==> src/sfr_regs.svh <==
// Offsets, field positions, reset values and timing counts of the fault response block
`ifndef SFR_REGS_SVH
`define SFR_REGS_SVH

// Register selects on the command port
`define SFR_SEL_OT_ACTION     4'h0
`define SFR_SEL_UT_ACTION     4'h1
`define SFR_SEL_VIN_OV_ACTION 4'h2
`define SFR_SEL_VIN_UV_ACTION 4'h3
`define SFR_SEL_TON_ACTION    4'h4
`define SFR_SEL_STATUS_BYTE   4'h5
`define SFR_SEL_WORD_LOW      4'h6
`define SFR_SEL_WORD_HIGH     4'h7
`define SFR_SEL_STATUS_VIN    4'h8
`define SFR_SEL_STATUS_TEMP   4'h9
`define SFR_SEL_STATUS_VOUT   4'hA
`define SFR_SEL_UNIT_STATE    4'hB

// Response setting fields
`define SFR_ACTION_MSB   7
`define SFR_ACTION_LSB   6
`define SFR_RETRY_MSB    5
`define SFR_RETRY_LSB    3
`define SFR_ACTION_RESET 8'h00
`define SFR_DEGLITCH_RD  3'h0

// Fault index within the sticky vector
`define SFR_IDX_OT     0
`define SFR_IDX_UT     1
`define SFR_IDX_VIN_OV 2
`define SFR_IDX_VIN_UV 3
`define SFR_IDX_TON    4

// Status bit positions
`define SFR_BYTE_HIGH_BYTE  0
`define SFR_BYTE_TEMP       2
`define SFR_BYTE_VIN_UV     3
`define SFR_HIGH_VOUT       7
`define SFR_HIGH_INPUT      5
`define SFR_STAT_OV_FAULT   7
`define SFR_STAT_UV_FAULT   4
`define SFR_STAT_TON_FAULT  2

// Restart limit meaning
`define SFR_RETRY_INFINITE  3'h7

// Timing
`define SFR_CLK_MHZ        25
`define SFR_TICK_US        200
`define SFR_TICK_CYCLES    (`SFR_TICK_US * `SFR_CLK_MHZ)
`define SFR_RETRY_MAX_US   13100000
`define SFR_RETRY_MAX_TICK (`SFR_RETRY_MAX_US / `SFR_TICK_US)
`define SFR_QUIET_US       6000000
`define SFR_QUIET_TICK     (`SFR_QUIET_US / `SFR_TICK_US)

`endif

==> src/sfr_pkg.sv <==
// Types shared by the fault response block
package sfr_pkg;

    typedef enum logic [4:0] {
        SFR_OFF        = 5'h01,
        SFR_RUN        = 5'h02,
        SFR_SEQ_OFF    = 5'h04,
        SFR_RETRY_WAIT = 5'h08,
        SFR_HOLD       = 5'h10
    } sfr_state_type;

    typedef logic [4:0] sfr_fault_type;

endpackage

==> src/sfr_fault_response.sv <==
// Fault response logic: actions, restarts, status bits and alert line
`timescale 1ns/10ps
`include "sfr_regs.svh"
module sfr_fault_response #(
    parameter int TICK_CYCLES = `SFR_TICK_CYCLES
) (
    input  wire logic        clock,
    input  wire logic        rst_b,
    input  wire logic        measValid,
    input  wire logic        overTempDet,
    input  wire logic        underTempDet,
    input  wire logic        inputOvervoltDet,
    input  wire logic        inputUndervoltDet,
    input  wire logic        startupTimeoutDet,
    input  wire logic        channelOnPin,
    input  wire logic        operationOn,
    input  wire logic        seqOffSelect,
    input  wire logic        seqOffDone,
    input  wire logic [2:0]  retryLimit,
    input  wire logic [15:0] retryDelayTicks,
    input  wire logic [3:0]  regSel,
    input  wire logic        regWrStb,
    input  wire logic [7:0]  regWrData,
    output logic      [7:0]  regRdData,
    output logic             host_alert_line_n,
    output logic             channelEnable,
    output logic             seqOffRequest
);
    sfr_pkg::sfr_state_type state;
    sfr_pkg::sfr_state_type next_state;
    sfr_pkg::sfr_fault_type faultSticky;
    sfr_pkg::sfr_fault_type next_faultSticky;
    sfr_pkg::sfr_fault_type cause;
    sfr_pkg::sfr_fault_type next_cause;
    logic [7:3]  actionReg [5];
    logic [7:3]  next_actionReg [5];
    logic [2:0]  activeRetry [5];
    logic [2:0]  next_activeRetry [5];
    logic [2:0]  retryCnt;
    logic [2:0]  next_retryCnt;
    logic        onSyncA;
    logic        onSync;
    logic        tick;
    logic        retryDone;
    logic        quietDone;
    logic [15:0] retryLimitTicks;
    logic [7:0]  next_rdData;
    logic        next_alertN;
    logic        next_enable;
    logic        next_seqReq;
    logic        cmdOn;
    sfr_pkg::sfr_fault_type faultVec;
    sfr_pkg::sfr_fault_type shutVec;
    sfr_pkg::sfr_fault_type firstShut;
    sfr_pkg::sfr_fault_type clearMask;
    logic [7:0]  statusByte;
    logic [7:0]  wordHigh;
    logic [7:0]  statusVin;
    logic [7:0]  statusTemp;
    logic [7:0]  statusVout;

    // Restart allowed by the selected retry field and the global limit
    function automatic logic restart_ok(input logic [2:0] retryField,
                                        input logic [2:0] limit,
                                        input logic [2:0] cnt);
        restart_ok = (retryField != 3'h0) &&
                     ((limit == `SFR_RETRY_INFINITE) || (cnt < limit));
    endfunction

    // Retry field of the one-hot selected fault
    function automatic logic [2:0] pick_retry(input sfr_pkg::sfr_fault_type sel,
                                              input logic [2:0] fields [5]);
        pick_retry = 3'h0;
        for (int i = 0; i < 5; i++) begin
            if (sel[i])
                pick_retry = pick_retry | fields[i];
        end
    endfunction

    sfr_tick_div #(
        .TICK_CYCLES (TICK_CYCLES)
    ) u_tick (
        .clock (clock),
        .rst_b (rst_b),
        .tick  (tick)
    );

    // Interval clamped to its ceiling; steps are already 200 us
    assign retryLimitTicks = (retryDelayTicks > 16'(`SFR_RETRY_MAX_TICK)) ?
                             16'(`SFR_RETRY_MAX_TICK) : retryDelayTicks;

    sfr_interval #(
        .W (16)
    ) u_retry_delay (
        .clock (clock),
        .rst_b (rst_b),
        .tick  (tick),
        .clear (state != sfr_pkg::SFR_RETRY_WAIT),
        .limit (retryLimitTicks),
        .done  (retryDone)
    );

    sfr_interval #(
        .W (16)
    ) u_quiet (
        .clock (clock),
        .rst_b (rst_b),
        .tick  (tick),
        .clear (state != sfr_pkg::SFR_RUN),
        .limit (16'(`SFR_QUIET_TICK)),
        .done  (quietDone)
    );

    always_comb begin
        cmdOn = onSync && operationOn;
        // Only converter-sampled values feed these four
        faultVec = {startupTimeoutDet,
                    {4{measValid}} & {inputUndervoltDet, inputOvervoltDet,
                                      underTempDet, overTempDet}};
        for (int i = 0; i < 5; i++) begin
            shutVec[i] = faultVec[i] &&
                         (actionReg[i][`SFR_ACTION_MSB:`SFR_ACTION_LSB] != 2'h0);
        end
        firstShut = shutVec & (~shutVec + 5'h01);

        // Write-one-to-clear of the specific fault bits
        clearMask = 5'h00;
        if (regWrStb) begin
            case (regSel)
                `SFR_SEL_STATUS_TEMP: begin
                    clearMask[`SFR_IDX_OT] = regWrData[`SFR_STAT_OV_FAULT];
                    clearMask[`SFR_IDX_UT] = regWrData[`SFR_STAT_UV_FAULT];
                end
                `SFR_SEL_STATUS_VIN: begin
                    clearMask[`SFR_IDX_VIN_OV] = regWrData[`SFR_STAT_OV_FAULT];
                    clearMask[`SFR_IDX_VIN_UV] = regWrData[`SFR_STAT_UV_FAULT];
                end
                `SFR_SEL_STATUS_VOUT: begin
                    clearMask[`SFR_IDX_TON] = regWrData[`SFR_STAT_TON_FAULT];
                end
                default: begin
                    clearMask = 5'h00;
                end
            endcase
        end
        // Set beats clear so a fault in the clearing cycle survives
        next_faultSticky = (faultSticky & ~clearMask) | faultVec;

        for (int i = 0; i < 5; i++) begin
            next_actionReg[i] = actionReg[i];
            if (regWrStb && (regSel == 4'(i)))
                next_actionReg[i] = regWrData[7:3];
        end
    end

    // Unit sequencing through shutdown and restart
    always_comb begin
        next_state       = state;
        next_cause       = cause;
        next_retryCnt    = retryCnt;
        next_activeRetry = activeRetry;
        if (quietDone)
            next_retryCnt = 3'h0;
        case (state)
            sfr_pkg::SFR_OFF: begin
                if (cmdOn) begin
                    next_state    = sfr_pkg::SFR_RUN;
                    next_retryCnt = 3'h0;
                    // Retry fields take effect only on a fresh turn-on
                    for (int i = 0; i < 5; i++) begin
                        next_activeRetry[i] = actionReg[i][`SFR_RETRY_MSB:`SFR_RETRY_LSB];
                    end
                end
            end
            sfr_pkg::SFR_RUN: begin
                if (!cmdOn) begin
                    next_state = sfr_pkg::SFR_OFF;
                end else if (shutVec != 5'h00) begin
                    next_cause = firstShut;
                    if (seqOffSelect) begin
                        next_state = sfr_pkg::SFR_SEQ_OFF;
                    end else if (restart_ok(pick_retry(firstShut, activeRetry),
                                            retryLimit, retryCnt)) begin
                        next_state = sfr_pkg::SFR_RETRY_WAIT;
                        if (retryLimit != `SFR_RETRY_INFINITE)
                            next_retryCnt = retryCnt + 3'h1;
                    end else begin
                        next_state = sfr_pkg::SFR_HOLD;
                    end
                end
            end
            sfr_pkg::SFR_SEQ_OFF: begin
                if (!cmdOn) begin
                    next_state = sfr_pkg::SFR_OFF;
                end else if (seqOffDone) begin
                    if (restart_ok(pick_retry(cause, activeRetry),
                                   retryLimit, retryCnt)) begin
                        next_state = sfr_pkg::SFR_RETRY_WAIT;
                        if (retryLimit != `SFR_RETRY_INFINITE)
                            next_retryCnt = retryCnt + 3'h1;
                    end else begin
                        next_state = sfr_pkg::SFR_HOLD;
                    end
                end
            end
            sfr_pkg::SFR_RETRY_WAIT: begin
                if (!cmdOn) begin
                    next_state = sfr_pkg::SFR_OFF;
                end else if (shutVec != 5'h00) begin
                    next_cause = firstShut;
                    next_state = sfr_pkg::SFR_HOLD;
                end else if (retryDone) begin
                    next_state = sfr_pkg::SFR_RUN;
                end
            end
            sfr_pkg::SFR_HOLD: begin
                // Held off until the host clears the causing fault bit
                if (!cmdOn)
                    next_state = sfr_pkg::SFR_OFF;
                else if ((next_faultSticky & cause) == 5'h00)
                    next_state = sfr_pkg::SFR_RUN;
            end
            default: begin
                next_state = sfr_pkg::SFR_OFF;
            end
        endcase
        next_enable = (next_state == sfr_pkg::SFR_RUN) ||
                      (next_state == sfr_pkg::SFR_SEQ_OFF);
        next_seqReq = (next_state == sfr_pkg::SFR_SEQ_OFF);
    end

    // Status views and read data
    always_comb begin
        statusTemp = 8'h00;
        statusVin  = 8'h00;
        statusVout = 8'h00;
        statusTemp[`SFR_STAT_OV_FAULT] = faultSticky[`SFR_IDX_OT];
        statusTemp[`SFR_STAT_UV_FAULT] = faultSticky[`SFR_IDX_UT];
        statusVin[`SFR_STAT_OV_FAULT]  = faultSticky[`SFR_IDX_VIN_OV];
        statusVin[`SFR_STAT_UV_FAULT]  = faultSticky[`SFR_IDX_VIN_UV];
        statusVout[`SFR_STAT_TON_FAULT] = faultSticky[`SFR_IDX_TON];
        statusByte = 8'h00;
        statusByte[`SFR_BYTE_TEMP]      = |statusTemp;
        statusByte[`SFR_BYTE_VIN_UV]    = faultSticky[`SFR_IDX_VIN_UV];
        wordHigh = 8'h00;
        wordHigh[`SFR_HIGH_INPUT] = |statusVin;
        wordHigh[`SFR_HIGH_VOUT]  = |statusVout;
        statusByte[`SFR_BYTE_HIGH_BYTE] = |wordHigh;

        case (regSel)
            `SFR_SEL_OT_ACTION,
            `SFR_SEL_UT_ACTION,
            `SFR_SEL_VIN_OV_ACTION,
            `SFR_SEL_VIN_UV_ACTION,
            `SFR_SEL_TON_ACTION: begin
                next_rdData = {actionReg[regSel[2:0]], `SFR_DEGLITCH_RD};
            end
            `SFR_SEL_STATUS_BYTE: next_rdData = statusByte;
            `SFR_SEL_WORD_LOW:    next_rdData = statusByte;
            `SFR_SEL_WORD_HIGH:   next_rdData = wordHigh;
            `SFR_SEL_STATUS_VIN:  next_rdData = statusVin;
            `SFR_SEL_STATUS_TEMP: next_rdData = statusTemp;
            `SFR_SEL_STATUS_VOUT: next_rdData = statusVout;
            `SFR_SEL_UNIT_STATE:  next_rdData = {state, retryCnt};
            default:              next_rdData = 8'h00;
        endcase
        // Alert follows pending bits, so it holds until every one is cleared
        next_alertN = ~(|next_faultSticky);
    end

    // Control pin crosses in from outside: two flops first
    always_ff @(posedge clock or negedge rst_b) begin
        if (!rst_b) begin
            onSyncA <= 1'b0;
            onSync  <= 1'b0;
        end else begin
            onSyncA <= channelOnPin;
            onSync  <= onSyncA;
        end
    end

    always_ff @(posedge clock or negedge rst_b) begin
        if (!rst_b) begin
            state             <= sfr_pkg::SFR_OFF;
            cause             <= 5'h00;
            retryCnt          <= 3'h0;
            faultSticky       <= 5'h00;
            regRdData         <= 8'h00;
            host_alert_line_n <= 1'b1;
            channelEnable     <= 1'b0;
            seqOffRequest     <= 1'b0;
            for (int i = 0; i < 5; i++) begin
                actionReg[i]   <= 5'(`SFR_ACTION_RESET >> 3);
                activeRetry[i] <= 3'h0;
            end
        end else begin
            state             <= next_state;
            cause             <= next_cause;
            retryCnt          <= next_retryCnt;
            faultSticky       <= next_faultSticky;
            regRdData         <= next_rdData;
            host_alert_line_n <= next_alertN;
            channelEnable     <= next_enable;
            seqOffRequest     <= next_seqReq;
            actionReg         <= next_actionReg;
            activeRetry       <= next_activeRetry;
        end
    end
endmodule // sfr_fault_response

==> src/sfr_interval.sv <==
// Step counter that reports when a limit has been reached
`timescale 1ns/10ps
module sfr_interval #(
    parameter int W = 16
) (
    input  wire logic         clock,
    input  wire logic         rst_b,
    input  wire logic         tick,
    input  wire logic         clear,
    input  wire logic [W-1:0] limit,
    output logic              done
);
    logic [W-1:0] count;
    logic [W-1:0] next_count;

    always_comb begin
        next_count = count;
        if (clear)
            next_count = '0;
        else if (tick && !done)
            next_count = count + W'(1);
    end

    // Level, so a zero limit ends at once
    assign done = (count >= limit);

    always_ff @(posedge clock or negedge rst_b) begin
        if (!rst_b)
            count <= '0;
        else
            count <= next_count;
    end
endmodule // sfr_interval

==> src/sfr_tick_div.sv <==
// Divider that makes the 200 us step enable
`timescale 1ns/10ps
`include "sfr_regs.svh"
module sfr_tick_div #(
    parameter int TICK_CYCLES = `SFR_TICK_CYCLES
) (
    input  wire logic clock,
    input  wire logic rst_b,
    output logic      tick
);
    logic [15:0] count;
    logic [15:0] next_count;
    logic        next_tick;

    always_comb begin
        next_tick  = (count == 16'(TICK_CYCLES - 1));
        next_count = next_tick ? 16'h0000 : count + 16'h0001;
    end

    always_ff @(posedge clock or negedge rst_b) begin
        if (!rst_b) begin
            count <= 16'h0000;
            tick  <= 1'b0;
        end else begin
            count <= next_count;
            tick  <= next_tick;
        end
    end
endmodule // sfr_tick_div
==> config.mk <==
export PLATFORM = sky130hd
export DESIGN_NAME = sfr_fault_response
export DESIGN_NICKNAME = d
export VERILOG_FILES = /design/src/sfr_pkg.sv /design/src/sfr_fault_response.sv /design/src/sfr_interval.sv /design/src/sfr_tick_div.sv
export VERILOG_INCLUDE_DIRS = /design/src
export SDC_FILE = /design/constraint.sdc
export NUM_CORES = 1
export LEC_CHECK = 0
export BUFFER_PORTS_ARGS = -buffer_cell sky130_fd_sc_hd__buf_2
export CORE_UTILIZATION = 45
export DETAILED_ROUTE_END_ITERATION = 10
export PLACE_DENSITY = 0.66
export SLEW_MARGIN = 40
export SYNTH_ARGS = -nofsm -noshare
export SYNTH_HDL_FRONTEND = slang
export SYNTH_SLANG_ARGS = --single-unit
==> constraint.sdc <==
create_clock -name clock -period 4.9 [get_ports clock]
set_input_delay 0.735 -clock clock [delete_from_list [all_inputs] [get_ports clock]]
set_output_delay 0.735 -clock clock [all_outputs]
set_load 0.005 [all_outputs]
After elaboration in Yosys (flattened, before gate mapping):

Index checks and enable logic that the tools add are counted.

* $add $sub $neg: 5
* equal/unequal tests: 23
* bitwise logic cells: 17
* multiplexer cells: 84
* magnitude comparators: 5
* reduce and logical (&&, ||, !) cells: 40

Operators by type and width (count)
* 2-to-1 mux 3 bit: 55
* 2-to-1 mux 16 bit: 6
* 2-to-1 mux 5 bit: 16
* case mux 8 bit (7 select lines): 1
* adder 16 x 1 -> 16 bit, second input constant: 3
* case mux 5 bit (5 select lines): 1
* bitwise OR 3 bit: 8
* == test 16 x 13 -> 1 bit, second input constant: 1
* == test 4 x 3 -> 1 bit, second input constant: 4
* == test 4 bit, second input constant: 4
* >= comparator 16 x 15 -> 1 bit, second input constant: 1
* >= comparator 16 bit: 1
* greater-than comparator 16 bit, second input constant: 1
* AND 5 bit: 3
* binary-select mux 5 bit (select 3 bit): 1
* logical AND 1 bit: 15
* nonzero test 2 bit: 7
* == test 5 x 2 -> 1 bit, second input constant: 2
* == test 5 x 3 -> 1 bit, second input constant: 2
* inverter 5 bit: 2
* OR reduction 5 bit: 2
* case mux 3 bit (3 select lines): 1
* == test 4 x 2 -> 1 bit, second input constant: 2
* OR reduction 2 bit: 4
* other kinds (27): 31

* input port bits: 44
* output and inout bits: 11
* register bits after elaboration: 120
* word-level logic and storage cells: 198

Logic depth before layout (Yosys ltp):

Gate-level depths: netlist of the first run.

* depth after elaboration: 43
* depth in mapped cells: 13

Cells and area by module:

Synthesis of the first run repeated with hierarchy kept, for this count alone.

* cell total of the unflattened synthesis: 714
* area total of the unflattened synthesis: 7143.1 sq um

Modules (own cells, without submodules)
* sfr_fault_response: area each 3754.9 sq um, cells an instance 351, times used 1
* sfr_interval: area each 1297.5 sq um, cells an instance 146, times used 2
* sfr_tick_div: area each 793.3 sq um, cells an instance 71, times used 1

Worst setup path before layout of the first run:

No wires, ideal clock.

* kind: input to register
* from: input retryDelayTicks[9]
* to: register u_retry_delay.count[15]
* arrival: 3.111 ns
* path buffers: 1
* path slack: 1.657 ns
* stages on the path: 13
* cell sequence: nand4_1 nor4_1 o21a_1 nor2b_1 ha_1 nand2b_1 a2111o_1 a311oi_2 nand3_2 buf_6 nor4_4 xnor2_1 nor2_1

* cells in the longest elaborated chain, start to end: 6

Ends and longest elaborated chain
* from (decl): line sfr_fault_response.sv:20 `input wire logic [15:0] retryDelayTicks,`
* greater-than comparator 16 bit: line sfr_fault_response.sv:89 `` assign retryLimitTicks = (retryDelayTicks > 16'(`SFR_RETRY_MAX_TICK)) ? ``
* 2-to-1 mux 16 bit *: line sfr_fault_response.sv:89
* >= comparator 16 bit *: line sfr_interval.sv:25 `assign done = (count >= limit);`
* logical NOT 1 bit *: line sfr_interval.sv:20 `else if (tick && !done)`
* logical AND 1 bit *: line sfr_interval.sv:20
* nonzero test 2 bit (no source line) *
* to (signal assigned): line sfr_interval.sv:31 `count <= next_count;`
* to (decl): line sfr_interval.sv:13 `logic [W-1:0] count;`

Mark *: on every way between the ends. The rest lies on a longest branch, timed or not.
A chain may end at the register's enable or synchronous reset.

Worst setup path in the final report of the first run:

* from: input retryDelayTicks[9]
* to: register u_retry_delay.count[3]

Same word-level chain as after synthesis.

==> impl_metrics.toml, run 1 <==
[synth]
synthArstFlopShare_pct = 100.0
synth.yosys.seq_area_share_pct = 46.84
ys.flop_type = "dfrtp_1"
yosys_warnings = 0
synth_top_area_share_pct = 46.02
syn_nets = 698
syn_avg_cell_area_um2 = 10.17
synth_common_cells = "dfrtp_1 (118), nor2_1 (56), nand2_1 (52)"
syn_inst = 631
synth_edf_count = 0
yosysMostFrequentCell = "dfrtp_1"
synth_area_leader_cell = "dfrtp_1"
synth_area_leaders = "dfrtp_1 (46%), mux2_2 (7.0%), ha_1 (4.5%), nor2_1 (3.3%), nand2_1 (3.0%)"
syn-cell-area_um2 = 6416
yosys.cell_types.count = 64
yosys_register_bits = 120

[place]
dp_hpwl_um = 10380
place.gp.congestion = 0.9087
port_buffers = 52

[cts]
clock-root-buffer = "clkbuf_16"
clkLatencyLatePin_ns = 0.42
cts.hold.buffers_added = 0
tritoncts = "yes"
clock_sinks = 120
post_cts_buffers = 0
numCtsBuffers = 17
post_cts_resize_count = 0
path_clk_slew_ns = 0.05
clockBufferDepth = 2
cts_max_level = 4

[grt]
antenna_found_initial = 0
grt_max_degree = 88
grt_pass1_vias = 4788
grt.overflow.total = 0
grt_pass1_wl_um = 23530
grt.total_usage_pct = 20.76

[layout]
area_growth_pct = 15.99
fillers = 1197
seq_area_um2 = 3005
n_antenna_cell = 0
layout.nets = 747
multi_input_area_um2 = 3207
drive_gt1_share_pct = 20.49

[setup_path]
cp_max_fo = 22
crit_path_end_kind = "flop"
start_kind = "input port"
required_ns = 5.23
crit_type = "in -> reg"
crit_arrival_ns = 3.87

[floorplan]
ioPinCount = 55
core_um2 = 13880
die_area_um2 = 14740
die_w_um = 121.4
rows = 43
initial_core_util_pct = 46.22
die_h_um = 121.4

[pwr]
power_frac_comb_pct = 11.5
vdd_drop_max_uv = 286.9
p_sw_uw = 675.1
p_int_mw = 2.135
pwr_density_cell_nw_per_um2 = 377.5
pwr-share-seq_pct = 41.9
netSwitchingFraction_pct = 24.03
p_leak_nw = 3.233
clockPowerShare_pct = 46.6

[timing]
hold_slack_ns = 0.3414
setup_viol = 0
drv_slew = 0
hold_viol_final = 0
rsz0062_at_grt = "no"
slew_headroom_pct = 52.25
finalCritPeriodShare_pct = 72.37
timing.fmax_mhz = 282.0
finalCriticalPeriod_ns = 3.546
worst_pin_slew_ns = 0.7147
skew_ns = 0.005723
tns_ns = 0

[drt]
vias = 4988
viasPerCell = 5.714
drc = 0
wirelength_um = 14130
wire_per_inst_um = 16.19
firstDrtPassIters = 5
drtIter0Drc = 382
drtAntennaViolNets = 0

[min_path]
min_path_type = "in -> async"

[status]
status = "finished clean"

[job]
cap_violations = 0
==> placed cells by master, fill, tap and decap left out, drive strengths merged, types with 4 or more instances in the layout <==
cell / netlist / layout
xnor2: 22 / 22
a31oi: 9 / 9
bufinv: 0 / 4
a22o: 5 / 5
mux2: 40 / 40
nand2: 52 / 52
o31ai: 4 / 4
ha: 23 / 23
o21ai: 25 / 25
mux2i: 4 / 4
nor2b: 13 / 13
a21oi: 20 / 20
nand2b: 15 / 15
or3: 11 / 11
o21a: 5 / 5
nor2: 57 / 57
dfrtp: 118 / 118
nor3: 19 / 19
nand4: 16 / 16
clkbuf: 13 / 21
and2: 7 / 7
inv: 26 / 26
o211ai: 6 / 6
xor2: 14 / 14
mux4: 5 / 5
or4: 4 / 4
nand3: 31 / 31
buf: 10 / 52
clkinv: 0 / 7
and3: 10 / 10
o22ai: 6 / 6
==> cells by family (layout without fill, tap and decap cells) <==
| family | count (synthesis) | count (layout) | share of synthesized area, % |
|---|---|---|---|
| compound gates | 106 | 106 | 11.29 |
| flops | 120 | 120 | 46.84 |
| buf+inv | 49 | 111 | 3.179 |
| mux | 49 | 49 | 9.399 |
| fa+ha+maj | 23 | 23 | 4.485 |
| xor+xnor | 36 | 36 | 4.914 |
| simple gates | 248 | 248 | 19.89 |
==> flip-flops by register name, summed over array words and instances, names as in the netlist <==
register and flops:
actionReg 25, activeRetry 15, cause 5, channelEnable 1, faultSticky 5, host_alert_line_n 1
onSync 1, onSyncA 1, regRdData 8, retryCnt 3, seqOffRequest 1, state 5
u_quiet.count 16, u_retry_delay.count 16, u_tick.count 16, u_tick.tick 1
==> final timing paths <==
kind | from | endpoint | slack [ns] | cells after the start
min in group clock | onSyncA$_DFF_PN0_ | onSync$_DFF_PN0_ | 0.39 | 0
max | retryDelayTicks[9] | u_retry_delay.count[3]$_DFFE_PN0P_ | 1.35 | 12
min reg2reg | onSyncA$_DFF_PN0_ | onSync$_DFF_PN0_ | 0.39 | 0
max reg2reg | u_retry_delay.count[0]$_DFFE_PN0P_ | u_retry_delay.count[3]$_DFFE_PN0P_ | 2.04 | 8
min | rst_b | u_retry_delay.count[11]$_DFFE_PN0P_ | 0.34 | 1
max in group asynchronous | rst_b | cause[4]$_DFFE_PN0P_ | 3.64 | 2
==> critical path, cell delays in order <==
cell and delay [ns]:
buf_2 0.09, nand4_1 0.10, nor4_1 0.37, o21a_1 0.27, nor2b_1 0.07, ha_1 0.26
nand2b_1 0.14, a2111o_1 0.42, a311oi_2 0.32, nand3_2 0.43, or3_1 0.49, a21oi_1 0.17
==> per-layer routing <==
layer	share of wire [%]	track usage (%)	vias to the layer above
met5	0	0	-
met4	1.2	6.019	0
met3	5.5	5.498	17
met2	49	33.59	141
met1	45	27.21	2466
li1	-	-	2364
==> power groups by stage <==
stage | Sequential [mW] | Combinational (mW) | Clock (mW)
global route | 1.19 | 0.357 | 1.37
detailed placement | 1.19 | 0.321 | 0
CTS | 1.18 | 0.323 | 1.33
global placement | 1.19 | 0.310 | 0
floorplan | 1.16 | 0.221 | 0
finish | 1.18 | 0.322 | 1.31
==> through the flow <==
stage	worst slack, ns	utilization, %	power (mW)	cells	cell area (µm²)
detailed placement	0.9350	49.05	1.515	841	6809
finish	1.354	53.61	2.810	873	7442
CTS	1.356	53.60	2.832	873	7440
global placement	1.028	49.03	1.496	841	6805
global route	1.117	53.61	2.923	873	7442
floorplan	1.657	-	1.382	631	6416
==> cell type report <==
class / instances / share of cell area, %
clock buffer: 20 / 6.137
clock inverter: 12 / 2.337
inverter: 26 / 1.311
multi-input combinational: 462 / 43.09
sequential: 120 / 40.38
tap: 180 / 3.026
timing repair buffer: 53 / 3.716
Power figures use the tool's default switching activity.
==> run 2, diff against run 1 <==
==> constraint.sdc (replaced) <==
create_clock -name clock -period 3.4 [get_ports clock]
set_input_delay 0.51 -clock clock [delete_from_list [all_inputs] [get_ports clock]]
set_output_delay 0.51 -clock clock [all_outputs]
set_load 0.005 [all_outputs]
==> impl_metrics.toml, run 2 (synthesis gave the netlist of run 1 again) <==
[status]
status = "finished clean"

[drt]
wirelength_um = 14370
drc = 0
drtAntennaViolNets = 0
drtIter0Drc = 315
firstDrtPassIters = 5
viasPerCell = 5.702
wire_per_inst_um = 16.26
vias = 5041

[setup_path]
rr_endpoint = "u_retry_delay.count[15]$_DFFE_PN0P_"
critical_path.slowest_cell = "a2111o_1"
crit_type = "in -> reg"
rr_startpoint = "u_retry_delay.count[0]$_DFFE_PN0P_"
start_kind = "input port"
required_ns = 3.68
slowest_delay_ns = 0.42
rr_worst_depth = 10
r2r_slack_ns = 0.79
worst_path_most_repeated_cell = "buf_4"
crit_path_end_kind = "flop"
path_cells = "buf_2, nand4_1, nor4_1, buf_4, o21a_1, nor2b_1, ha_1, nand2b_1, a2111o_1, a311oi_2, nand3_2, buf_4, nor4_4, xnor2_1, nor2_1"
cp_max_fo = 12
crit_arrival_ns = 3.28

[pwr]
p_leak_nw = 3.260
clockPowerShare_pct = 45.0
vdd_drop_max_uv = 527.2
power_frac_comb_pct = 12.0
p_int_mw = 2.964
p_sw_uw = 974.6
pwr-share-seq_pct = 43.0
netSwitchingFraction_pct = 24.74
pwr_density_cell_nw_per_um2 = 526.0

[cts]
post_cts_resize_count = 0
path_clk_slew_ns = 0.05
cts.hold.buffers_added = 0
cts_max_level = 4
clockBufferDepth = 2
clock-root-buffer = "clkbuf_16"
numCtsBuffers = 17
clock_sinks = 120
post_cts_buffers = 0
clkLatencyLatePin_ns = 0.42
tritoncts = "yes"

[layout]
fillers = 1221
layout_commonest_cell = "dfrtp_1"
area_growth_pct = 16.71
drive_gt1_share_pct = 21.59
top_register = "actionReg"
multi_input_area_um2 = 3207
postLayoutCoreUtil_pct = 53.95
largest_reg_flops = 25
seq_area_um2 = 3005
layout.nets = 758
final_cell_mix = "dfrtp_1 (118), nor2_1 (56), nand2_1 (52), buf_2 (51), mux2_2 (40)"
n_antenna_cell = 0

[grt]
grt.overflow.total = 0
grt_pass1_vias = 4932
grt_max_degree = 85
grt_pass1_wl_um = 24100
antenna_found_initial = 0
grt.total_usage_pct = 21.10

[min_path]
min_path_type = "in -> async"

[place]
port_buffers = 52
place.gp.congestion = 0.9114
dpl_worst_slack_ns = -0.02395
dp_hpwl_um = 10490

[timing]
rsz0062_at_grt = "no"
skew_ns = 0.009224
setup_viol = 0
timing.fmax_mhz = 332.6
drv_slew = 0
setup_ws_ns = 0.3937
hold_viol_final = 0
finalCriticalPeriod_ns = 3.006
worst_pin_slew_ns = 0.6945
finalCritPeriodShare_pct = 88.42
slew_headroom_pct = 53.59

[floorplan]
rows = 43
ioPinCount = 55
die_h_um = 121.4
die_area_um2 = 14740
core_um2 = 13880
initial_core_util_pct = 46.22
die_w_um = 121.4

[job]
cap_violations = 0
## run 2: cell types whose count changed in the layout (fill, tap and decap cells not counted)
cell and change:
clkinvlp_4 +2, clkbuf_1 +1, buf_12 +1, buf_4 +11
clkbuf_8 -3, bufinv_16 -1, clkinv_4 -1, clkinv_2 +1
## run 2: area by class of cell
class	count	area share [%]
clock buffers	19	5.781
inverters	26	1.303
flip-flops and latches	120	40.13
multi-input cells	462	42.82
clock inverters	13	2.072
well taps	180	3.008
repair buffers	64	4.879
## run 2: critical path, delay by kind of cell
family	cells	cell delay [ns]
adder cells (fa/ha/maj)	1	0.26
XOR/XNOR	1	0.16
AND/OR/NAND/NOR	7	1.00
buffers and inverters	3	0.45
AO/OA/AOI/OAI	3	0.88
## run 2: metal layers
layer  vias up  GRT usage [%]  share of wire, %
li1       2401              -                 -
met1      2496          28.12                46
met2       113          33.52                48
met3        31          4.605               4.3
met4         0          7.870               1.9
met5         -              0                 0
## run 2: power groups by stage
stage	sequential [mW]	combinational (mW)	clock (mW)
finish	1.69	0.472	1.77
global route	1.71	0.519	1.87
CTS	1.69	0.471	1.80
detailed placement	1.72	0.467	0
global placement	1.71	0.455	0
floorplan	1.67	0.318	0
## run 2: how the worst max path moves through the flow
stage | slack, ns | start | to
6_report | 0.39 | retryDelayTicks[11] | u_retry_delay.count[15]$_DFFE_PN0P_
4_1_cts | 0.38 | retryDelayTicks[8] | u_retry_delay.count[15]$_DFFE_PN0P_
5_1_grt | 0.21 | retryDelayTicks[8] | u_retry_delay.count[13]$_DFFE_PN0P_
2_1_floorplan | 0.38 | retryDelayTicks[9] | u_retry_delay.count[15]$_DFFE_PN0P_
3_5_place_dp | -0.02 | retryDelayTicks[8] | u_retry_delay.count[15]$_DFFE_PN0P_
3_3_place_gp | 0.0007 | retryDelayTicks[9] | u_retry_delay.count[15]$_DFFE_PN0P_
## run 2: stage by stage
step / total power [mW] / std cells / area, µm² / hold WS [ns] / TNS [ns]
2_1_floorplan: 1.991 / 631 / 6416 / 0.2144 / 0
3_3_place_gp: 2.164 / 852 / 6900 / 0.3836 / 0
4_1_cts: 3.970 / 884 / 7488 / 0.06117 / 0
6_report: 3.939 / 884 / 7488 / 0.05008 / 0
5_1_grt: 4.104 / 884 / 7488 / 0.08326 / 0
3_5_place_dp: 2.187 / 852 / 6900 / 0.3800 / -0.02395
